[config.mk]
export PLATFORM = sky130hd
export DESIGN_NAME = isa_card_config_control
export DESIGN_NICKNAME = d
export VERILOG_FILES = /design/src/logic/card_config_pkg.sv /design/src/logic/cmd_link_if.sv /design/src/logic/card_command_register.sv /design/src/logic/isa_card_config_control.sv
export SDC_FILE = /design/constraint.sdc
export NUM_CORES = 1
export LEC_CHECK = 0
export BUFFER_PORTS_ARGS = -buffer_cell sky130_fd_sc_hd__buf_2
export CAP_MARGIN = 0
export CORE_MARGIN = 3
export CORE_UTILIZATION = 40
export DETAILED_ROUTE_END_ITERATION = 6
export PLACE_DENSITY = 0.6
export SYNTH_ARGS = -nofsm -noshare
export SYNTH_HDL_FRONTEND = slang
export SYNTH_SLANG_ARGS = --single-unit
export TNS_END_PERCENT = 10
[constraint.sdc]
create_clock -name mclk_i -period 3.4 [get_ports mclk_i]
set_clock_uncertainty 0.05 [all_clocks]
set_input_delay 0.51 -clock mclk_i [delete_from_list [all_inputs] [get_ports mclk_i]]
set_output_delay 0.51 -clock mclk_i [all_outputs]
set_load 0.1 [all_outputs]
[src/logic/card_config_pkg.sv]
package card_config_pkg;

    // Main sequencer states.
    typedef enum logic [2:0] {
        WAIT_KEY,
        SLEEP,
        ISOLATE,
        WAIT_CSN,
        CONFIG
    } seq_state_type;

    localparam int CSN_W = 8;
    localparam logic [CSN_W-1:0] CSN_RESET = 8'h00;
    localparam logic [CSN_W-1:0] CSN_UNASSIGNED = 8'h00;

    // Command register layout.
    localparam int CMD_BITS = 3;
    localparam int CMD_LD_RESET_BIT = 0;
    localparam int CMD_WAIT_KEY_BIT = 1;
    localparam int CMD_CSN_CLEAR_BIT = 2;
    localparam logic [CMD_BITS-1:0] CMD_ALL = 3'h7;
    localparam logic [CMD_BITS-1:0] CMD_RESET = 3'h0;

    // A pending bit executes at age 0 and clears one cycle after it reaches age 1.
    localparam logic [1:0] CMD_EXEC_AGE = 2'h0;
    localparam logic [1:0] CMD_CLEAR_AGE = 2'h1;

    // Identifier checksum shift register.
    localparam logic [7:0] CHECKSUM_SEED = 8'h6a;

    // Output reset values.
    localparam logic LD_RESET_AT_RESET = 1'b1;
    localparam logic IOCHRDY_LEVEL = 1'b0;

endpackage

[src/logic/cmd_link_if.sv]
interface cmd_link_if;
    import card_config_pkg::*;

    logic wr;
    logic [CMD_BITS-1:0] wdata;
    logic [CMD_BITS-1:0] pending;
    logic [CMD_BITS-1:0] exec;

    modport store (
        input wr,
        input wdata,
        output pending,
        output exec
    );

    modport control (
        output wr,
        output wdata,
        input pending,
        input exec
    );
endinterface

[src/logic/card_command_register.sv]
module card_command_register (
    // Clock and reset.
    input wire logic mclk_i,
    input wire logic rst_i,
    // Link to the sequencer.
    cmd_link_if.store cmd
);
    import card_config_pkg::*;

    for (genvar b = 0; b < CMD_BITS; b++) begin : g_bit
        logic pend_q;
        logic pend_d;
        logic [1:0] age_q;
        logic [1:0] age_d;

        // Only a one in the written data starts a command; zeros and
        // bits above the command field do nothing.
        always_comb begin
            pend_d = pend_q;
            age_d = age_q;
            if (pend_q) begin
                if (age_q == CMD_CLEAR_AGE) begin
                    pend_d = 1'b0;
                end else begin
                    age_d = age_q + 2'h1;
                end
            end
            if (cmd.wr && cmd.wdata[b]) begin
                pend_d = 1'b1;
                age_d = CMD_EXEC_AGE;
            end
        end

        always_ff @(posedge mclk_i or posedge rst_i) begin
            if (rst_i) begin
                pend_q <= 1'b0;
                age_q <= 2'h0;
            end else begin
                pend_q <= pend_d;
                age_q <= age_d;
            end
        end

        assign cmd.pending[b] = pend_q;
        assign cmd.exec[b] = pend_q && (age_q == CMD_EXEC_AGE);

        a_cmd_self_clear: assert property (@(posedge mclk_i)
            disable iff (rst_i)
            (cmd.wr && cmd.wdata[b]) ##1 (!cmd.wr)[*2] |=>
            !cmd.pending[b])
        else $error("command bit did not clear two cycles after execution");
    end

endmodule

[src/logic/isa_card_config_control.sv]
module isa_card_config_control (
    // Clock and reset.
    input wire logic mclk_i,
    input wire logic rst_i,
    // Decoded host accesses.
    input wire logic key_detected_i,
    input wire logic wake_wr_i,
    input wire logic csn_wr_i,
    input wire logic cmd_wr_i,
    input wire logic [7:0] host_wdata_i,
    // Isolation responder.
    input wire logic iso_won_i,
    input wire logic iso_lost_i,
    input wire logic iso_read_busy_i,
    input wire logic id_bit_valid_i,
    input wire logic id_bit_i,
    // Wait-state request from the card's own logic.
    input wire logic iochrdy_hold_i,
    // Sequencer and registers.
    output card_config_pkg::seq_state_type state_o,
    output logic [card_config_pkg::CSN_W-1:0] csn_o,
    output logic [card_config_pkg::CMD_BITS-1:0] cmd_pending_o,
    output logic iso_active_o,
    output logic config_active_o,
    // Strobes and checksum to the rest of the card.
    output logic ld_reset_o,
    output logic ptr_reset_o,
    output logic [7:0] checksum_o,
    // IOCHRDY pin.
    output logic iochrdy_o,
    output logic iochrdy_oe_o
);
    import card_config_pkg::*;

    cmd_link_if cmd ();

    card_command_register u_cmd (
        .mclk_i(mclk_i),
        .rst_i(rst_i),
        .cmd(cmd.store)
    );

    seq_state_type state_q;
    seq_state_type state_d;
    logic [CSN_W-1:0] csn_q;
    logic [CSN_W-1:0] csn_d;
    logic ld_reset_q;
    logic ld_reset_d;
    logic ptr_reset_q;
    logic ptr_reset_d;
    logic [CMD_BITS-1:0] pend_q;
    logic iso_act_q;
    logic iso_act_d;
    logic cfg_act_q;
    logic cfg_act_d;
    logic [7:0] sum_q;
    logic [7:0] sum_d;
    logic oe_q;
    logic oe_d;
    logic pin_q;
    logic wake_hit;
    logic wake_live;

    // The command register is dead in wait-for-key, like the wake, number and isolation inputs.
    assign cmd.wr = cmd_wr_i && (state_q != WAIT_KEY);
    assign cmd.wdata = host_wdata_i[CMD_BITS-1:0];

    assign wake_live = wake_wr_i && (state_q != WAIT_KEY);
    assign wake_hit = (host_wdata_i == csn_q);

    // Sequencer and card select number.
    always_comb begin
        state_d = state_q;
        csn_d = csn_q;
        ld_reset_d = 1'b0;
        ptr_reset_d = wake_live;
        case (state_q)
            WAIT_KEY: begin
                if (key_detected_i) begin
                    state_d = SLEEP;
                end
            end
            SLEEP: begin
                if (wake_wr_i && wake_hit) begin
                    if (csn_q == CSN_UNASSIGNED) begin
                        state_d = ISOLATE;
                    end else begin
                        state_d = CONFIG;
                    end
                end
            end
            ISOLATE: begin
                if (wake_wr_i && !wake_hit) begin
                    state_d = SLEEP;
                end else if (wake_wr_i) begin
                    state_d = ISOLATE;
                end else if (iso_lost_i) begin
                    state_d = SLEEP;
                end else if (iso_won_i) begin
                    state_d = WAIT_CSN;
                end
            end
            WAIT_CSN: begin
                if (wake_wr_i && !wake_hit) begin
                    state_d = SLEEP;
                end else if (wake_wr_i) begin
                    state_d = ISOLATE;
                end else if (csn_wr_i &&
                             host_wdata_i != CSN_UNASSIGNED) begin
                    csn_d = host_wdata_i;
                    state_d = CONFIG;
                end
            end
            CONFIG: begin
                if (wake_wr_i && !wake_hit) begin
                    state_d = SLEEP;
                end
            end
            default: begin
                state_d = WAIT_KEY;
            end
        endcase
        // Commands run after the register decode and win over it.
        if (cmd.exec[CMD_LD_RESET_BIT]) begin
            ld_reset_d = 1'b1;
        end
        if (cmd.exec[CMD_CSN_CLEAR_BIT]) begin
            csn_d = CSN_RESET;
        end
        if (cmd.exec[CMD_WAIT_KEY_BIT]) begin
            state_d = WAIT_KEY;
        end
        iso_act_d = (state_d == ISOLATE) || (state_d == WAIT_CSN);
        cfg_act_d = (state_d == CONFIG);
    end

    // Bus reset reloads the logical devices through ld_reset_o.
    always_ff @(posedge mclk_i or posedge rst_i) begin
        if (rst_i) begin
            state_q <= WAIT_KEY;
            csn_q <= CSN_RESET;
            ld_reset_q <= LD_RESET_AT_RESET;
            ptr_reset_q <= 1'b0;
            pend_q <= CMD_RESET;
            iso_act_q <= 1'b0;
            cfg_act_q <= 1'b0;
        end else begin
            state_q <= state_d;
            csn_q <= csn_d;
            ld_reset_q <= ld_reset_d;
            ptr_reset_q <= ptr_reset_d;
            pend_q <= cmd.pending;
            iso_act_q <= iso_act_d;
            cfg_act_q <= cfg_act_d;
        end
    end

    // Identifier checksum, rewound on every wake outside wait-for-key.
    always_comb begin
        sum_d = sum_q;
        if (wake_live) begin
            sum_d = CHECKSUM_SEED;
        end else if (id_bit_valid_i) begin
            sum_d = {sum_q[1] ^ sum_q[0] ^ id_bit_i, sum_q[7:1]};
        end
    end

    always_ff @(posedge mclk_i or posedge rst_i) begin
        if (rst_i) begin
            sum_q <= CHECKSUM_SEED;
        end else begin
            sum_q <= sum_d;
        end
    end

    // IOCHRDY is only pulled low, and never around isolation.
    always_comb begin
        oe_d = iochrdy_hold_i && !iso_read_busy_i &&
               (state_q != ISOLATE) && (state_d != ISOLATE);
    end

    always_ff @(posedge mclk_i or posedge rst_i) begin
        if (rst_i) begin
            oe_q <= 1'b0;
            pin_q <= IOCHRDY_LEVEL;
        end else begin
            oe_q <= oe_d;
            pin_q <= IOCHRDY_LEVEL;
        end
    end

    assign state_o = state_q;
    assign csn_o = csn_q;
    assign cmd_pending_o = pend_q;
    assign iso_active_o = iso_act_q;
    assign config_active_o = cfg_act_q;
    assign ld_reset_o = ld_reset_q;
    assign ptr_reset_o = ptr_reset_q;
    assign checksum_o = sum_q;
    assign iochrdy_o = pin_q;
    assign iochrdy_oe_o = oe_q;

    logic cmd_quiet;
    assign cmd_quiet = (cmd.exec == CMD_RESET);

    a_iso_needs_zero: assert property (@(posedge mclk_i) disable iff (rst_i)
        (state_o == ISOLATE) |-> (csn_o == CSN_UNASSIGNED))
    else $error("card with a number is in isolation");

    a_config_only_state: assert property (@(posedge mclk_i)
        disable iff (rst_i)
        config_active_o == (state_o == CONFIG))
    else $error("config enable disagrees with sequencer state");

    a_iochrdy_quiet: assert property (@(posedge mclk_i) disable iff (rst_i)
        (state_o == ISOLATE) |-> !iochrdy_oe_o)
    else $error("IOCHRDY driven during isolation");

    a_wfk_holds: assert property (@(posedge mclk_i) disable iff (rst_i)
        (state_q == WAIT_KEY && !key_detected_i) |=>
        (state_o == WAIT_KEY && $stable(csn_o)))
    else $error("sequencer left wait-for-key without the key");

    a_key_to_sleep: assert property (@(posedge mclk_i) disable iff (rst_i)
        (state_q == WAIT_KEY && key_detected_i) |=> state_o == SLEEP)
    else $error("key did not move the card to sleep");

    a_sleep_mismatch: assert property (@(posedge mclk_i) disable iff (rst_i)
        (state_q == SLEEP && wake_wr_i && !wake_hit && cmd_quiet) |=>
        state_o == SLEEP)
    else $error("sleeping card woke on another number");

    a_wake_zero_iso: assert property (@(posedge mclk_i) disable iff (rst_i)
        (state_q == SLEEP && wake_wr_i && host_wdata_i == 8'h00 &&
         csn_q == 8'h00 && cmd_quiet) |=> state_o == ISOLATE)
    else $error("wake zero did not start isolation");

    a_wake_match_cfg: assert property (@(posedge mclk_i) disable iff (rst_i)
        (state_q == SLEEP && wake_wr_i && wake_hit && csn_q != 8'h00 &&
         cmd_quiet) |=> state_o == CONFIG)
    else $error("matching wake did not enter config");

    a_lose_to_sleep: assert property (@(posedge mclk_i) disable iff (rst_i)
        (state_q == ISOLATE && iso_lost_i && !wake_wr_i && cmd_quiet) |=>
        state_o == SLEEP)
    else $error("losing card stayed in isolation");

    a_csn_write_gate: assert property (@(posedge mclk_i) disable iff (rst_i)
        ($changed(csn_o) && csn_o != 8'h00) |->
        ($past(state_o) == WAIT_CSN && state_o == CONFIG))
    else $error("number written outside the wait state");

    a_wake_rewinds: assert property (@(posedge mclk_i) disable iff (rst_i)
        (wake_wr_i && state_q != WAIT_KEY) |=>
        (ptr_reset_o && checksum_o == CHECKSUM_SEED))
    else $error("wake did not rewind the data pointer");

    a_cmd_wait_key: assert property (@(posedge mclk_i) disable iff (rst_i)
        (cmd.wr && host_wdata_i[CMD_WAIT_KEY_BIT]) |->
        ##2 state_o == WAIT_KEY)
    else $error("wait command did not reach wait-for-key");

    a_cmd_csn_clear: assert property (@(posedge mclk_i) disable iff (rst_i)
        (cmd.wr && host_wdata_i[CMD_CSN_CLEAR_BIT] && !csn_wr_i) |->
        ##2 csn_o == 8'h00)
    else $error("clear command left the number set");

    a_cmd_ld_reset: assert property (@(posedge mclk_i) disable iff (rst_i)
        (cmd.wr && host_wdata_i[CMD_LD_RESET_BIT]) |->
        ##2 (ld_reset_o && (state_o == $past(state_o, 2) ||
             $past(host_wdata_i[CMD_WAIT_KEY_BIT], 2))))
    else $error("device reset command missing or state disturbed");

    a_full_reset: assert property (@(posedge mclk_i) disable iff (rst_i)
        (cmd.wr && host_wdata_i[CMD_BITS-1:0] == CMD_ALL) |->
        ##2 (ld_reset_o && state_o == WAIT_KEY && csn_o == 8'h00))
    else $error("all-bits command differs from bus reset");

    c_win_to_config: cover property (@(posedge mclk_i) disable iff (rst_i)
        state_o == WAIT_CSN ##1 state_o == CONFIG);

    c_wake_config: cover property (@(posedge mclk_i) disable iff (rst_i)
        state_o == SLEEP && csn_o != 8'h00 ##1 state_o == CONFIG);

    c_full_reset: cover property (@(posedge mclk_i) disable iff (rst_i)
        cmd.wr && host_wdata_i[CMD_BITS-1:0] == CMD_ALL);

    c_iso_loss: cover property (@(posedge mclk_i) disable iff (rst_i)
        state_o == ISOLATE ##1 state_o == SLEEP);

endmodule

==> results list, run 1 <==
- Result of the run: completed
- Summed over all layers, the routed wires come to 3708 µm.
- Layout overhead on the synthesized area: 20.16%
* Cell with the biggest individual delay on the critical path: dfrtp_1
- The cell sitting at the root of the clock tree is a clkbuf_8.
- Number of levels in the clock H-tree: 2
- Cells traversed along the worst timing path: buf_2
- Post-synthesis instance total: 165
* Final worst slack: 1511 ps
* Buffers and inverters on the worst path: 1
* Avg Vias per Cell: 5.094
- LEAKAGE: 1.143 nW
- Final max-slew violation count: 0
- Counting cells, the worst reg-to-reg path comes to 5.
- Yosys mapped the design onto 40 distinct sky130hd cell types.
* CTS Buf Count: 5
- Layout Nets: 240
- Core box area: 4202 µm²
* Share of Yosys cell area claimed by the top area cell type: 0.4252
- By area the synthesized netlist is led by dfrtp_1 (43%), dfstp_2 (7.2%), mux2i_1 (4.4%).
- Input and output buffers added on the ports amount to 46.
- GRT Resource Usage Total: 0.1483
- The tool flagged a number of max-cap violations equal to 0.
- Fin Hold WS: 258.5 ps
- During I/O placement, the number of pins put on the boundary was 48.
- Static timing analysis puts the maximum clock frequency at 529.4 MHz.
- Slowest cell delay on critical path: 540 ps
* Antenna Nets Post-Route: 0
- Cell type with the highest aggregate area in the netlist: dfrtp_1
* Worst-skew pair later-pin latency: 290 ps
- The layout has 414 filler cells.
- The number of nets handed over by synthesis was 191.
* Maximum resistive drop on vdd: 0.3520 mV
- The first global-routing pass estimated 6161 µm of wire.
* Min cycle time layout: 1889 ps
* CTS tree: done
* Setup WS pre-CTS: 1457 ps
* Unrepaired setup endpoints after global routing: false
- Setup violations remaining at the end of the flow were counted as 0.
- The design draws 2.078 mW.
* Register area share after synthesis: 0.4973
- The clock passes through at most 2 buffers.
* Post-detailed-placement half-perimeter wirelength: 2817 µm
* Kind of start point of the critical path: flip-flop
* Count of yosys warnings during synthesis: 0
- Entering global routing, the biggest net connects 37 pins.
- Count of vias placed by the detailed router: 1,350
- Number of gates resized after cts: 0
* Number of buffers added to fix hold violations after cts: 0
- Maximum fanout along the worst path: 12
* Number of setup buffers added after CTS: 0
* Antenna cell count: 0
* Worst hold path type: in2async
- Cell family with most CP delay: flip-flops
- CTS saw 36 sinks.
* DRT iter0 DRCs: 62
- Number of stages on the worst setup path: 1
- The final hold violation count was 0.
- Final core area utilization: 0.5217
* Share of the clock period used by the worst path: 0.5555
* Sort of element at the end of the critical path: primary output
- Height of the die: 73.53 µm
- Yosys reg bits: 36
- GRT Residual Overflow: 0
* DRC violations left: 0
* Avg WL per Cell: 13.99 µm
- Netlist Area Pre-Place: 1824 µm²
- For this design the ratio of total power to cell area is 947.8 nW/µm².
- Classification of the worst setup path: reg2out
* Vias in the first global route: 1,343
* Number of antenna violations at the first check in global routing: 0
- Clock-pin slew on the worst setup and hold paths: 80 ps
- After routing, the total negative slack on setup checks comes to 0 ps.
* Layout cells sized above 1: 0.3535
* Routability cong.: 0.8815
* Effective utilization at floorplan: 0.4342
* Floorplan die area: 5407 µm²
- At the worst endpoint, the arrival time is 1330 ps.
- Placement Rows: 23
- Required @ worst endpoint: 2840 ps
- The pre-antenna-repair detailed-routing pass consisted of 4 iterations.
- Die W: 73.53 µm
- A synthesized cell averages 11.06 µm².
## power breakdown
| part | leakage [nW] | total, mW | switching (mW) | internal [mW] |
|---|---|---|---|---|
| Combinational | 0.642 | 1.08 | 0.845 | 0.240 |
| Clock | 0.0445 | 0.317 | 0.153 | 0.165 |
| Sequential | 0.457 | 0.676 | 0.0992 | 0.577 |
## worst min-delay path: stages
cell   delay, ps
buf_2         90
inv_1         40
buf_4        390
## metal layers
layer / wire (µm) / global-route usage / up-vias
met5: 0 / 0 / -
met4: 36 / 0.04225 / 0
met3: 249 / 0.05335 / 6
met2: 1804 / 0.2431 / 40
met1: 1617 / 0.1834 / 641
li1: - / - / 663
## metrics by stage
step,std cells,area [µm²]
final,265,2192
after global routing,265,2192
after CTS,265,2192
after detailed placement,257,2098
after global placement,257,2098
after floorplan,165,1824
## sequential cells by signal, indices dropped and copies added (netlist names)
name	count
ld_reset_o	1
iso_active_o	1
u_cmd.g_bit.pend_q	3
cmd_pending_o	3
iochrdy_oe_o	1
ptr_reset_o	1
csn_o	8
config_active_o	1
checksum_o	8
u_cmd.g_bit.age_q	6
state_o	3
## cells by family (layout without fill, tap and decap cells)
family / Yosys count / count (layout) / synth area share
AO/OA/AOI/OAI: 30 / 30 / 0.1420
XOR/XNOR: 13 / 13 / 0.06241
adder cells (fa/ha/maj): 6 / 6 / 0.04115
buffers and inverters: 16 / 66 / 0.03703
flip-flops: 36 / 36 / 0.4973
multiplexers: 8 / 8 / 0.04390
other: 1 / 1 / 0.002056
AND/OR/NAND/NOR: 55 / 55 / 0.1742
## cell usage after synthesis (all sizes together)
library cell	count
a211o	2
a211oi	2
a21boi	1
a21oi	7
a221oi	1
a22o	8
a31oi	1
and2	1
and2b	1
and3	3
buf	4
clkbuf	1
conb	1
dfrtp	31
dfstp	5
ha	6
inv	11
mux2i	8
nand2	9
nand2b	3
nand3	2
nor2	19
nor2b	6
nor3	1
nor4	6
o21ai	3
o2bb2ai	1
o31ai	2
o32a	1
o41a	1
or2	3
or3	1
xnor2	5
xor2	8
## worst paths after layout
| path | endpoint | slack (ps) | start |
|---|---|---|---|
| max | state_o[0] | 1510 | state_o[0] |
| max reg2reg | iochrdy_oe_o | 1600 | csn_o[5] |
| max in group asynchronous | checksum_o[5] | 2690 | rst_i |
| min reg2reg | cmd_pending_o[0] | 340 | u_cmd.g_bit[0].pend_q |
| min | cmd_pending_o[2] | 260 | rst_i |
| min in group mclk_i | cmd_pending_o[0] | 340 | u_cmd.g_bit[0].pend_q |
## cells in the final DEF (no fill, tap or decap), types with 2 or more instances in the layout
cell type	Yosys	routed
a22o_1	7	7
xnor2_1	5	5
a21oi_2	2	2
inv_1	11	11
nand3_1	2	2
a211oi_1	2	2
nand2b_1	3	3
a21oi_1	5	5
or2_2	3	3
dfstp_2	5	5
clkbuf_8	0	6
and3_1	3	3
ha_1	6	6
dfrtp_1	31	31
nor2_1	19	19
o21ai_0	3	3
xor2_1	8	8
buf_2	3	46
nor2b_1	6	6
mux2i_1	8	8
nand2_1	9	9
nor4_2	5	5
## layout make-up
cell class	count	area [µm²]	share of cell area
inverter	11	41.29	0.01884
timing repair buffer	47	237.7	0.1084
clock inverter	1	7.507	0.003425
sequential	36	907.1	0.4138
tap	50	62.56	0.02854
clock buffer	7	86.33	0.03938
multi-input combinational	113	849.6	0.3876
Note: power is estimated with default switching activity, not from simulation.
==> inputs of run 2 (changes only) <==
- ABC_AREA: default -> 1
- clock period: 3.4 -> 1.8 ns (I/O delays scaled with it)
==> results list, run 2 <==
* Root Buffer Master: clkbuf_8
- The count of antenna diodes in the layout came to 0 (unchanged).
* Commonest non-fill, non-tap cell in the layout: nand2_1
- Layout filler cell count: 450 (+8.7%)
- Sort of element at the end of the critical path: primary output
- Share of flip-flops with an asynchronous set or reset after synthesis: 1.000 (unchanged)
- LEAKAGE: 1.365 nW (+19%)
- The core box area was 4534 µm² (+7.9%).
* GRT Resource Usage Total: 0.1506 (+0.002264)
- For this run, the leading register cell type out of synthesis is dfrtp_1.
- Ranked by instance count, the synthesized netlist is headed by nand2_1 (75), inv_1 (52), dfrtp_1 (31), nor2_1 (24), nand3_1 (12).
- Number of sinks on the clock net: 36 (unchanged)
* Routed WL: 3987 µm (+7.5%)
- Result of the run: completed
* Cells traversed along the worst timing path: buf_2
* Routability cong.: 0.7794 (-12%)
- The number of cell rows was 24 (+4.3%).
- The port buffer count is 46 (unchanged).
- The post-cts gate resize count came to 0 (unchanged).
- Setup violators final: 0 (unchanged)
- Final max-slew violation count: 0 (unchanged)
* Yosys reg bits: 36 (unchanged)
- The number of clock buffers inserted by TritonCTS was 5 (unchanged).
- The synthesis warning total came to 0 (unchanged).
* Number of levels in the clock H-tree: 2 (unchanged)
- The maximum number of pins on one net before global-route repair was 37 (unchanged).
* Count of vias placed by the detailed router: 1,651 (+22%)
- On the critical path, the stage with the largest delay is an instance of dfstp_2.
- Share of Yosys cell area claimed by the top area cell type: 0.3947 (-0.03059)
* Per-instance average area after synthesis: 7.589 µm² (-31%)
- The clock insertion delay at the later pin of the skew report came to 290 ps (about the same).
- The final hold violation count is 0 (unchanged).
- Height of the die: 76.10 µm (+3.5%)
- Setup WS pre-CTS: 345.8 ps (-1111 ps)
* GRT Residual Overflow: 0 (unchanged)
- Total Power Consumption: 3.726 mW (+79%)
* Clock-pin slew on the worst setup and hold paths: 70 ps (about the same)
- The largest fanout on the critical path is 3 (-9).
- Cell family with most CP delay: flip-flops
- Among all cell types in the netlist, the one instantiated most often is nand2_1.
- Final worst slack: 225.4 ps (-1286 ps)
- The number of detailed-route iterations in the first pass was 4 (unchanged).
- The post-CTS setup buffer count is 0 (unchanged).
- The fraction of final layout cells sized beyond drive strength 1 is 0.2907 (-0.06275).
- The critical path is of the reg2out type.
* Number of buffers added to fix hold violations after cts: 0 (unchanged)
- Vias in the first global route: 1,585 (+18%)
- Power density cells: 1553 nW/µm² (+64%)
- Netlist Area Pre-Place: 1966 µm² (+7.8%)
- Share of the clock period used by the worst path: 0.8748
* Post-synthesis instance total: 259 (+57%)
- Yosys attributes the largest share of cell area to dfrtp_1 (39%), nand2_1 (14%), inv_1 (9.9%).
- The first-pass GRT wire length came to 7141 µm (+16%).
- The critical path buffer and inverter count is 1 (unchanged).
- Slack of the worst reg-to-reg path: 380 ps (-1220 ps)
- Post-detailed-placement half-perimeter wirelength: 3067 µm (+8.9%)
* Worst hold path type: in2async
* Total nets after synthesis: 285 (+49%)
* Count of flip-flops with a built-in enable after synthesis: 0 (unchanged)
* Most frequent cells in the layout: nand2_1 (75), inv_1 (52), buf_2 (46)
- The routed length per instance is 10.55 µm (-25%).
- The share of synthesized area occupied by flip-flops and latches came to 0.4615 (-0.03577).
- Clk buf depth: 2 (unchanged)
- The required time at the endpoint of the critical path came to 1480 ps (-1360 ps).
* Kind of start point of the critical path: flip-flop
- DRC violations left: 0 (unchanged)
- The initial core utilization came to 0.4335 (-0.0006882).
- Die W: 76.10 µm (+3.5%)
- The area growth from synthesis to layout is 22.02%.
- Unrepaired setup endpoints after global routing: false
- DRT iter0 DRCs: 97 (+56%)
- The count of cell types in the netlist came to 29 (-28%).
- Arrival time reported for the critical path endpoint: 1250 ps (-80 ps)
* CTS tree: done
- Min cycle time layout: 1575 ps
* Cell type with the highest aggregate area in the netlist: dfrtp_1
* Floorplan die area: 5791 µm² (+7.1%)
- The delay of the slowest cell on the worst path came to 550 ps (about the same).
- Top-Level Pins: 48 (unchanged)
- Max-capacitance violation count: 0 (unchanged)
* Number of antenna violations at the first check in global routing: 0 (unchanged)
* Setup TNS: 0 ps (unchanged)
- Avg Vias per Cell: 4.368 (-14%)
- Maximum resistive drop on vdd: 1.032 mV (+190%)
- The net count of the finished layout was 338 (+41%).
- Top achievable clock speed: 635.1 MHz
- The post-detailed-route count of antenna-violating nets was 0 (unchanged).
run 2: cell count changes after synthesis, moves of 5 or more:
cell     change
nand2_1     +66
inv_1       +41
nand3_1     +10
mux2i_1      -8
a22o_1       -7
inv_2        +7
o21ai_0      +7
xor2_1       -7
nor2b_1      -6
nor2_1       +5
nor4_2       -5
run 2: layout make-up:
cell class | count | area [µm²] | area share
Multi-Input combinational cell | 163 | 829.5 | 0.3459
Tap cell | 65 | 81.33 | 0.03391
Sequential cell | 36 | 920.9 | 0.3839
Timing Repair Buffer | 47 | 237.7 | 0.09911
Inverter | 59 | 221.5 | 0.09233
Clock inverter | 2 | 35.03 | 0.01461
Clock buffer | 6 | 72.57 | 0.03026
run 2: power by group:
group	total, mW	internal (mW)	switching (mW)
Sequential	1.17	1.06	0.117
Clock	0.702	0.411	0.291
Combinational	1.85	0.367	1.49
Total	3.73	1.83	1.89
run 2: kinds of logic after synthesis:
group | synth area share
compound gates | 0.08975
simple gates | 0.2788
buf+inv | 0.1165
fa+ha+maj | 0.03819
xor+xnor | 0.01337
other cells | 0.001908
flops | 0.4615
run 2: layer usage:
metal  up-vias  global-route usage  share of wire
li1        885                   -              -
met1       728              0.2060           0.49
met2        36              0.2332           0.45
met3         2             0.03901          0.052
met4         0             0.04891         0.0048
met5         -                   0              0
run 2: path summary, 6_finish.rpt:
kind,from,endpoint,cells past startpoint
setup / recovery,checksum_o[1],checksum_o[1],1
hold / removal,rst_i,u_cmd.g_bit[0].pend_q,3
setup reg to reg,csn_o[4],iochrdy_oe_o,10
hold reg to reg,u_cmd.g_bit[0].pend_q,cmd_pending_o[0],0
min in group mclk_i,iso_read_busy_i,iochrdy_oe_o,3
max in group asynchronous,rst_i,checksum_o[6],3
run 2: through the flow:
stage               cells    util  hold slack [ps]  area [µm²]
floorplan             259       -            323.7        1979
global placement      370  0.5052            332.6        2291
detailed placement    370  0.5052            336.0        2291
CTS                   378  0.5290            42.19        2399
global route          378  0.5290            69.15        2399
finish                378  0.5290            27.23        2399
